<file path="src/hdl/spp_regs.svh">
`ifndef SPP_REGS_SVH
`define SPP_REGS_SVH

// Register byte offsets on the bus
`define SPP_ADR_CTRL      8'h00
`define SPP_ADR_DATA      8'h04
`define SPP_ADR_CLKDIV    8'h08

// Control register field positions
`define SPP_BIT_EN        0
`define SPP_BIT_MASTER_ENABLE_BIT     1
`define SPP_BIT_MODE_LO   2
`define SPP_BIT_MODE_HI   3
`define SPP_BIT_OVRN      4
`define SPP_BIT_MODE_FAULT_FLAG      5
`define SPP_BIT_WCOL      6
`define SPP_BIT_DONE      7

// Reset values
`define SPP_RST_MODE      2'h1
`define SPP_RST_CLKDIV    8'h03

// Select-mode encodings
`define SPP_MODE_3WIRE    2'h0
`define SPP_MODE_4W_IN    2'h1

// Index of the last bit in a transfer
`define SPP_LAST_BIT      3'h7

`endif

</file>
<file path="src/hdl/spp_pkg.sv">
package spp_pkg;

    // Master shift engine states
    typedef enum logic {
        SPP_IDLE,
        SPP_RUN
    } spp_state_e;

    typedef logic [7:0] spp_byte_t;

endpackage : spp_pkg

</file>
<file path="src/hdl/spp_port.sv">
// Chosen here: the address map and register access over Wishbone.
`timescale 1ns/1ps
`include "spp_regs.svh"

module spp_port (
    // Clock and reset
    input  wire logic        clock,
    input  wire logic        reset_n,
    // Wishbone slave
    input  wire logic        wb_cyc_i,
    input  wire logic        wb_stb_i,
    input  wire logic        wb_we_i,
    input  wire logic [7:0]  wb_adr_i,
    input  wire logic [3:0]  wb_sel_i,
    input  wire logic [31:0] wb_dat_i,
    output logic      [31:0] wb_dat_o,
    output logic             wb_ack_o,
    // Master-out data line
    input  wire logic        mosi_i,
    output logic             mosi_o,
    output logic             mosi_oe,
    // Master-in data line
    input  wire logic        miso_i,
    output logic             miso_o,
    output logic             miso_oe,
    // Serial clock line
    input  wire logic        sck_i,
    output logic             sck_o,
    output logic             sck_oe,
    // Slave select line and its pin routing
    input  wire logic        slave_select_line_i,
    output logic             slave_select_line_o,
    output logic             slave_select_line_oe,
    output logic             select_routed
);
    import spp_pkg::*;

    ////////////////////////////////////////////////////////////////////////
    // Declarations

    logic        port_enable_bit_q;
    logic        master_enable_bit_q;
    logic [1:0]  select_mode_field_q;
    logic        transfer_done_flag_q;
    logic        write_coll_flag_q;
    logic        mode_fault_flag_q;
    logic        rx_overrun_flag_q;
    logic [7:0]  clkdiv_q;
    logic        ack_q;
    logic [31:0] rdata_q;
    logic [3:0]  meta_q;
    logic [3:0]  sync_q;
    logic        sck_dly_q;
    logic        ss_dly_q;
    spp_state_e  state_q;
    logic [7:0]  div_cnt_q;
    logic        sck_q;
    spp_byte_t   sh_q;
    logic        samp_q;
    logic [2:0]  cnt_q;
    logic        sh_empty_q;
    spp_byte_t   txbuf_q;
    logic        txfull_q;
    spp_byte_t   rxbuf_q;
    logic        rxfull_q;
    logic        miso_oe_q;
    logic        mosi_oe_q;
    logic        sck_oe_q;
    logic        ss_oe_q;
    logic        ss_o_q;
    logic        routed_q;

    logic        bus_req;
    logic        wr_ctrl;
    logic        wr_data;
    logic        wr_div;
    logic        rd_data;
    logic        ss_s;
    logic        sck_s;
    logic        mosi_s;
    logic        miso_s;
    logic        selected;
    logic        slave_act;
    logic        master_act;
    logic        tick;
    logic        m_sample;
    logic        m_shift;
    logic        s_sample;
    logic        s_shift;
    logic        done_evt;
    logic        mode_fault_evt;
    logic        load_master;
    logic        load_slave;
    spp_byte_t   rx_byte;

    // Byte lane zero write strobe for a given offset
    function automatic logic lane0_wr(input logic [7:0] adr, input logic [7:0] off);
        lane0_wr = bus_req && wb_we_i && wb_sel_i[0] && (adr == off);
    endfunction : lane0_wr

    ////////////////////////////////////////////////////////////////////////
    // Bus decode; one wait state, ack drops the cycle after it rises

    assign bus_req = wb_cyc_i && wb_stb_i && !ack_q;
    assign wr_ctrl = lane0_wr(wb_adr_i, `SPP_ADR_CTRL);
    assign wr_data = lane0_wr(wb_adr_i, `SPP_ADR_DATA);
    assign wr_div  = lane0_wr(wb_adr_i, `SPP_ADR_CLKDIV);
    assign rd_data = bus_req && !wb_we_i && (wb_adr_i == `SPP_ADR_DATA);

    // Acknowledge and read data, unmapped reads give zero
    always_ff @(posedge clock) begin
        if (!reset_n) begin
            ack_q   <= 1'b0;
            rdata_q <= 32'h0;
        end else begin
            ack_q   <= bus_req;
            rdata_q <= 32'h0;
            if (bus_req && !wb_we_i) begin
                case (wb_adr_i)
                    `SPP_ADR_CTRL: begin
                        rdata_q[7:0] <= {transfer_done_flag_q, write_coll_flag_q, mode_fault_flag_q,
                                         rx_overrun_flag_q, select_mode_field_q, master_enable_bit_q,
                                         port_enable_bit_q};
                    end
                    `SPP_ADR_DATA:   rdata_q[7:0] <= rxbuf_q;
                    `SPP_ADR_CLKDIV: rdata_q[7:0] <= clkdiv_q;
                    default:         rdata_q <= 32'h0;
                endcase
            end
        end
    end

    assign wb_ack_o = ack_q;
    assign wb_dat_o = rdata_q;

    ////////////////////////////////////////////////////////////////////////
    // Pin synchronisers: two flops, third stage only for edge finding

    always_ff @(posedge clock) begin
        if (!reset_n) begin
            meta_q    <= 4'h8;
            sync_q    <= 4'h8;
            sck_dly_q <= 1'b0;
            ss_dly_q  <= 1'b1;
        end else begin
            meta_q    <= {slave_select_line_i, sck_i, mosi_i, miso_i};
            sync_q    <= meta_q;
            sck_dly_q <= sync_q[2];
            ss_dly_q  <= sync_q[3];
        end
    end

    assign ss_s   = sync_q[3];
    assign sck_s  = sync_q[2];
    assign mosi_s = sync_q[1];
    assign miso_s = sync_q[0];

    ////////////////////////////////////////////////////////////////////////
    // Mode decode

    // Three-wire and select-output modes count as always selected
    assign selected   = (select_mode_field_q != `SPP_MODE_4W_IN) || !ss_s;
    assign master_act = port_enable_bit_q && master_enable_bit_q;
    assign slave_act  = port_enable_bit_q && !master_enable_bit_q && selected;

    // Multi-master: select low while master drops the master function
    assign mode_fault_evt = master_act && (select_mode_field_q == `SPP_MODE_4W_IN) && !ss_s;

    ////////////////////////////////////////////////////////////////////////
    // Control, divider and flag registers; hardware set beats software clear

    always_ff @(posedge clock) begin
        if (!reset_n) begin
            port_enable_bit_q   <= 1'b0;
            master_enable_bit_q <= 1'b0;
            select_mode_field_q <= `SPP_RST_MODE;
            clkdiv_q            <= `SPP_RST_CLKDIV;
        end else begin
            if (wr_ctrl) begin
                port_enable_bit_q   <= wb_dat_i[`SPP_BIT_EN];
                master_enable_bit_q <= wb_dat_i[`SPP_BIT_MASTER_ENABLE_BIT];
                select_mode_field_q <= wb_dat_i[`SPP_BIT_MODE_HI:`SPP_BIT_MODE_LO];
            end
            if (mode_fault_evt) begin
                port_enable_bit_q   <= 1'b0;
                master_enable_bit_q <= 1'b0;
            end
            if (wr_div) begin
                clkdiv_q <= wb_dat_i[7:0];
            end
        end
    end

    // Flags: write 0 clears, write 1 keeps, a new event always sets
    always_ff @(posedge clock) begin
        if (!reset_n) begin
            transfer_done_flag_q <= 1'b0;
            write_coll_flag_q    <= 1'b0;
            mode_fault_flag_q    <= 1'b0;
            rx_overrun_flag_q    <= 1'b0;
        end else begin
            transfer_done_flag_q <= done_evt ||
                (transfer_done_flag_q && !(wr_ctrl && !wb_dat_i[`SPP_BIT_DONE]));
            write_coll_flag_q    <= (wr_data && txfull_q) ||
                (write_coll_flag_q && !(wr_ctrl && !wb_dat_i[`SPP_BIT_WCOL]));
            mode_fault_flag_q    <= mode_fault_evt ||
                (mode_fault_flag_q && !(wr_ctrl && !wb_dat_i[`SPP_BIT_MODE_FAULT_FLAG]));
            rx_overrun_flag_q    <= (done_evt && !master_enable_bit_q && rxfull_q) ||
                (rx_overrun_flag_q && !(wr_ctrl && !wb_dat_i[`SPP_BIT_OVRN]));
        end
    end

    ////////////////////////////////////////////////////////////////////////
    // Transmit and receive buffers

    // A write to a full transmit buffer is dropped
    always_ff @(posedge clock) begin
        if (!reset_n) begin
            txbuf_q  <= 8'h00;
            txfull_q <= 1'b0;
        end else if (wr_data && !txfull_q) begin
            txbuf_q  <= wb_dat_i[7:0];
            txfull_q <= 1'b1;
        end else if (load_master || load_slave) begin
            txfull_q <= 1'b0;
        end
    end

    assign rx_byte = {sh_q[6:0], samp_q};

    // Slave overrun keeps the unread byte; master always replaces it
    always_ff @(posedge clock) begin
        if (!reset_n) begin
            rxbuf_q  <= 8'h00;
            rxfull_q <= 1'b0;
        end else if (done_evt && (master_enable_bit_q || !rxfull_q)) begin
            rxbuf_q  <= rx_byte;
            rxfull_q <= 1'b1;
        end else if (rd_data) begin
            rxfull_q <= 1'b0;
        end
    end

    ////////////////////////////////////////////////////////////////////////
    // Shift engine: sample on clock rise, shift on clock fall

    // Divider ticks every clkdiv+1 cycles, one tick per half period
    assign tick        = (state_q == SPP_RUN) && (div_cnt_q == clkdiv_q);
    assign m_sample    = tick && !sck_q;
    assign m_shift     = tick && sck_q;
    assign s_sample    = slave_act && sck_s && !sck_dly_q;
    assign s_shift     = slave_act && !sck_s && sck_dly_q;
    assign load_master = master_act && (state_q == SPP_IDLE) && txfull_q && !mode_fault_evt;
    assign load_slave  = slave_act && sh_empty_q && (cnt_q == 3'h0) && txfull_q && !s_shift && (ss_s == ss_dly_q);
    assign done_evt    = (m_shift || s_shift) && (cnt_q == `SPP_LAST_BIT);

    always_ff @(posedge clock) begin
        if (!reset_n) begin
            state_q    <= SPP_IDLE;
            div_cnt_q  <= 8'h00;
            sck_q      <= 1'b0;
            sh_q       <= 8'h00;
            samp_q     <= 1'b0;
            cnt_q      <= 3'h0;
            sh_empty_q <= 1'b1;
        end else if (!port_enable_bit_q || (state_q == SPP_RUN && !master_act)) begin
            // Disable resets the bit count, the only way out in three-wire slave
            state_q    <= SPP_IDLE;
            div_cnt_q  <= 8'h00;
            sck_q      <= 1'b0;
            cnt_q      <= 3'h0;
            sh_empty_q <= 1'b1;
        end else begin
            case (state_q)
                SPP_IDLE: begin
                    if (load_master) begin
                        sh_q      <= txbuf_q;
                        state_q   <= SPP_RUN;
                        div_cnt_q <= 8'h00;
                        cnt_q     <= 3'h0;
                    end
                end
                SPP_RUN: begin
                    div_cnt_q <= tick ? 8'h00 : div_cnt_q + 8'h01;
                    if (tick) begin
                        sck_q <= !sck_q;
                    end
                    if (m_sample) begin
                        samp_q <= miso_s;
                    end
                    if (m_shift) begin
                        sh_q  <= rx_byte;
                        cnt_q <= cnt_q + 3'h1;
                        if (cnt_q == `SPP_LAST_BIT) begin
                            state_q <= SPP_IDLE;
                        end
                    end
                end
                default: begin
                    state_q <= SPP_IDLE;
                end
            endcase
            // Slave side, only ever active while master enable is clear
            if (!master_enable_bit_q) begin
                if (select_mode_field_q == `SPP_MODE_4W_IN && !ss_s && ss_dly_q) begin
                    cnt_q <= 3'h0;
                end else if (s_shift) begin
                    sh_q  <= rx_byte;
                    cnt_q <= cnt_q + 3'h1;
                    if (cnt_q == `SPP_LAST_BIT) begin
                        sh_empty_q <= 1'b1;
                    end
                end else if (load_slave) begin
                    sh_q       <= txbuf_q;
                    sh_empty_q <= 1'b0;
                end
                if (s_sample) begin
                    samp_q <= mosi_s;
                end
            end
        end
    end

    ////////////////////////////////////////////////////////////////////////
    // Pin drivers, registered; enables lag configuration by one cycle

    always_ff @(posedge clock) begin
        if (!reset_n) begin
            mosi_oe_q <= 1'b0;
            miso_oe_q <= 1'b0;
            sck_oe_q  <= 1'b0;
            ss_oe_q   <= 1'b0;
            ss_o_q    <= 1'b1;
            routed_q  <= 1'b1;
        end else begin
            mosi_oe_q <= master_act;
            sck_oe_q  <= master_act;
            miso_oe_q <= slave_act;
            ss_oe_q   <= select_mode_field_q[1];
            ss_o_q    <= select_mode_field_q[0];
            routed_q  <= (select_mode_field_q != `SPP_MODE_3WIRE);
        end
    end

    // Data outputs straight from the shift register top bit
    assign mosi_o               = sh_q[7];
    assign miso_o               = sh_q[7];
    assign mosi_oe              = mosi_oe_q;
    assign miso_oe              = miso_oe_q;
    assign sck_o                = sck_q;
    assign sck_oe               = sck_oe_q;
    assign slave_select_line_o  = ss_o_q;
    assign slave_select_line_oe = ss_oe_q;
    assign select_routed        = routed_q;

endmodule : spp_port

</file>
<file path="config.mk">
export PLATFORM = sky130hd
export DESIGN_NAME = spp_port
export DESIGN_NICKNAME = d
export VERILOG_FILES = /design/src/hdl/spp_pkg.sv /design/src/hdl/spp_port.sv
export VERILOG_INCLUDE_DIRS = /design/src /design/src/hdl
export SDC_FILE = /design/constraint.sdc
export NUM_CORES = 1
export LEC_CHECK = 0
export BUFFER_PORTS_ARGS = -buffer_cell sky130_fd_sc_hd__buf_2
export CORE_ASPECT_RATIO = 2
export CORE_MARGIN = 2
export CORE_UTILIZATION = 29
export DETAILED_ROUTE_END_ITERATION = 8
export PLACE_DENSITY = 0.53
export SLEW_MARGIN = 10
export SYNTH_ARGS = -nofsm -noshare
export SYNTH_HDL_FRONTEND = slang
export SYNTH_SLANG_ARGS = --single-unit
</file>
<file path="constraint.sdc">
create_clock -name clock -period 3.6 [get_ports clock]
set_input_delay 0.36 -clock clock [delete_from_list [all_inputs] [get_ports clock]]
set_output_delay 0.36 -clock clock [all_outputs]
set_load 0.1 [all_outputs]
</file>
==> key figures <==
Outcome
  – Outcome: complete, no violations

Placed design
  – Placed Area: 4230 um^2
  – Port Buffer Count: 43
  – Gpl congestion: between 0.8 and 0.9
  – Dpl ws: 1303 ps
  – Post-DP HPWL: 9150 um

STA
  – Worst relative slew slack: 34.30%
  – RSZ-0062 raised after global routing: false
  – Final period util: 65.11%
  – Count of final max-slew check failures: 0
  – FMAX: approximately 430 MHz
  – Shortest period the worst path allows: 2344 ps
  – Setup Skew: approximately 7.5 ps
  – Final Hold Viols: 0
  – TNS Setup: 0 ps
  – Worst Tran Pin Value: between 900 and 1000 ps
  – Worst setup margin: about 1300 ps
  – Setup violators final: 0

Power and ir drop
  – PwrDens: 464.6 nW/um^2
  – Peak VDD IR: 0.0002229 V
  – Leak: 1.766 nW

Floorplanning
  – I/O pin count: 95
  – Core Region: 13440 um^2
  – Core Rows: 60
  – Initial Utilization: 29.61%
  – Die Span X: 86.83 um
  – Die area: 14730 um^2
  – Die Span Y: around 170 um

Clocking
  – Root Buffer: clkbuf_16
  – Max clock buf depth: 2
  – Post-CTS Setup Bufs: 0
  – Cts repair resizes: 0
  – Worst-path clk slew: 70 ps
  – Clock sink count: 81
  – CTS H-tree depth: 3
  – Num CTS Buffers: 9
  – CTS tree: yes
  – Hold-fix buffers, CTS: 0
  – Clock Latency Late Sink: about 340 ps

Synth
  – Primary FF master, synth: dfxtp_1
  – Largest area contributor in the netlist: dfxtp_1
  – Seq/Total Area, Yosys: 40.75%
  – Synth Area in XOR/XNOR: 2.642%
  – Compound-gate portion of the synthesized area: 16.92%
  – Main combinational cell family by area after synthesis: simple AND/OR/NAND/NOR gates
  – Post-synth EDFFs: 0
  – #FFs+latches synth: 81
  – Cell Area, Synth: 3979 um^2
  – Ys Warns: 0
  – Top cells by count, synth: 81 x dfxtp_1, 41 x nor2_1, 38 x mux2i_1
  – Mux cell area share after synthesis: a little under a tenth
  – Mapped Cells: 450
  – Post-synth top area share: 40.75%
  – Synth Area per Inst: around 9 um^2
  – Post-Synth Adder-Cell Area: under 10%
  – Simple-Gate Fraction of Synth Area: 19.94%
  – Most common cell in the netlist: dfxtp_1
  – Synth top area cells: dfxtp_1 41%, mux2i_1 9.6%, buf_4 4.9%, nor2_1 3.9%, a21oi_1 3.6%
  – Distinct cell type count after synthesis: 57
  – Async SR Flop Fraction: 0%

Critical path
  – Worst Path Required: roughly 3800 ps
  – CP max stage delay: 670 ps
  – Kind of critical path: reg2reg
  – Critical path peak fanout: 14
  – Crit-path cells: and2b_1 -> a21boi_1 -> a2111oi_0 -> o32ai_1 -> a21oi_1
  – WP buf/inv: 0
  – Delay-heaviest family, CP: compound AO/OA/AOI/OAI gates
  – Startpoint Class: flop
  – Setup crit end kind: flop
  – CP max-delay cell: a21boi_1
  – CP arrival: between 2000 and 3000 ps

Global routing
  – First-pass GRT wire length: 18700 um
  – Global route overflow: 0
  – Largest net degree at the start of global routing: 43
  – Initial antenna violation count: 0
  – Total track usage: 16.81%
  – Vias in the first global route: 3527

Detailed routing
  – Final Routed Wirelength: 11990 um
  – Violation count after the first detailed-routing iteration: 174
  – Vias per inst: 5.319
  – Post-route ant nets: 0
  – Vias: about 3.4k
  – Post-DR wirelength/cell: between 15 and 20 um
  – # DRC: 0
  – DR pass1 iterations: 4

Finish
  – P&R area growth vs syn: 14.59%
  – Area of the multi-input gates: 2098 um^2
  – Register cell area after layout: 1622 um^2
  – Share of cells above drive strength 1: between 10% and 20%
  – Filler cells: 1392
  – Antenna cells: 0
  – Post-route cell area: 4559 um^2
  – Layout Nets: about 540

Min path
  – Tightest Hold Check Type: in2reg

Job
  – Number of max-cap violations: 0
cell type report:
type,instances,area share (%)
Sequential cell,81,35.57
Clock buffer,11,5.324
Clock inverter,5,1.894
Timing Repair Buffer,48,5.543
Tap cell,155,4.254
Inverter,17,1.400
Multi-Input combinational cell,328,46.02
layer usage:
metal	track usage [%]	vias to the layer above	wire length, um
li1	-	1639	-
met1	15.46	1616	4150
met2	31.36	139	6433
met3	2.724	37	502
met4	12.91	0	905
met5	0	-	0
power by group:
| group | switching [mW] | internal, mW |
|---|---|---|
| sequential | 0.0127 | 0.907 |
| combinational | 0.156 | 0.0258 |
| clock | 0.385 | 0.632 |
path summary, 6_finish.rpt:
kind,slack (ps),endpoint,cells after the start,from
worst max-delay path,1260,sh_q[3]$_SDFFE_PN0N_,5,master_enable_bit_q$_SDFFE_PP0N_
worst min-delay path,200,meta_q[3]$_SDFF_PN1_,2,slave_select_line_i
worst max register to register,1260,sh_q[3]$_SDFFE_PN0N_,5,master_enable_bit_q$_SDFFE_PP0N_
worst min register to register,410,sync_q[3]$_SDFF_PN1_,1,meta_q[3]$_SDFF_PN1_
cells in the final DEF, fill, tap and decap left out, types with 3 or more instances in the layout:
cell type,n
nand2_1,31
nor3_1,8
nor2_1,41
conb_1,24
nand4_1,5
nand2b_1,9
a2111oi_0,5
a22o_1,5
and3_1,10
a211oi_1,3
a31oi_1,9
or2_2,4
xnor2_1,10
buf_2,43
o21ai_0,10
ha_1,4
buf_4,5
a21oi_1,29
nand3_1,14
dfxtp_1,81
clkbuf_16,9
mux2i_1,38
nor4_1,3
and2_1,11
o22ai_1,4
o32ai_1,5
a221o_1,8
inv_1,16
and4_1,3
cell families after synthesis:
group / Yosys count
simple gates: 155
compound gates: 95
flops: 81
buf+inv: 64
mux: 38
xor+xnor: 12
fa+ha+maj: 4
other cells: 1
worst reg2reg max path: cells and delay by family (launching register included):
| kind | cells | cell delay [ps] |
|---|---|---|
| compound gates | 4 | 1370 |
| flops | 1 | 460 |
| simple gates | 1 | 370 |
sequential cells by signal (all words and copies together) (netlist names), 2 cells and up:
register / flops
clkdiv_q: 8
div_cnt_q: 8
rxbuf_q: 8
sh_q: 8
txbuf_q: 8
wb_dat_o: 8
meta_q: 4
sync_q: 4
cnt_q: 3
select_mode_field_q: 2
metrics by stage:
stage	hold slack, ps	cells	utilization (%)	power, mW
3_3_place_gp	398.6	629	31.48	1.121
4_1_cts	192.1	645	33.93	2.134
5_1_grt	208.6	645	33.93	2.181
3_5_place_dp	397.7	629	31.48	1.121
2_1_floorplan	386.3	473	-	1.105
6_report	200.0	645	33.93	2.118
Note: power is estimated with default switching activity, not from simulation.
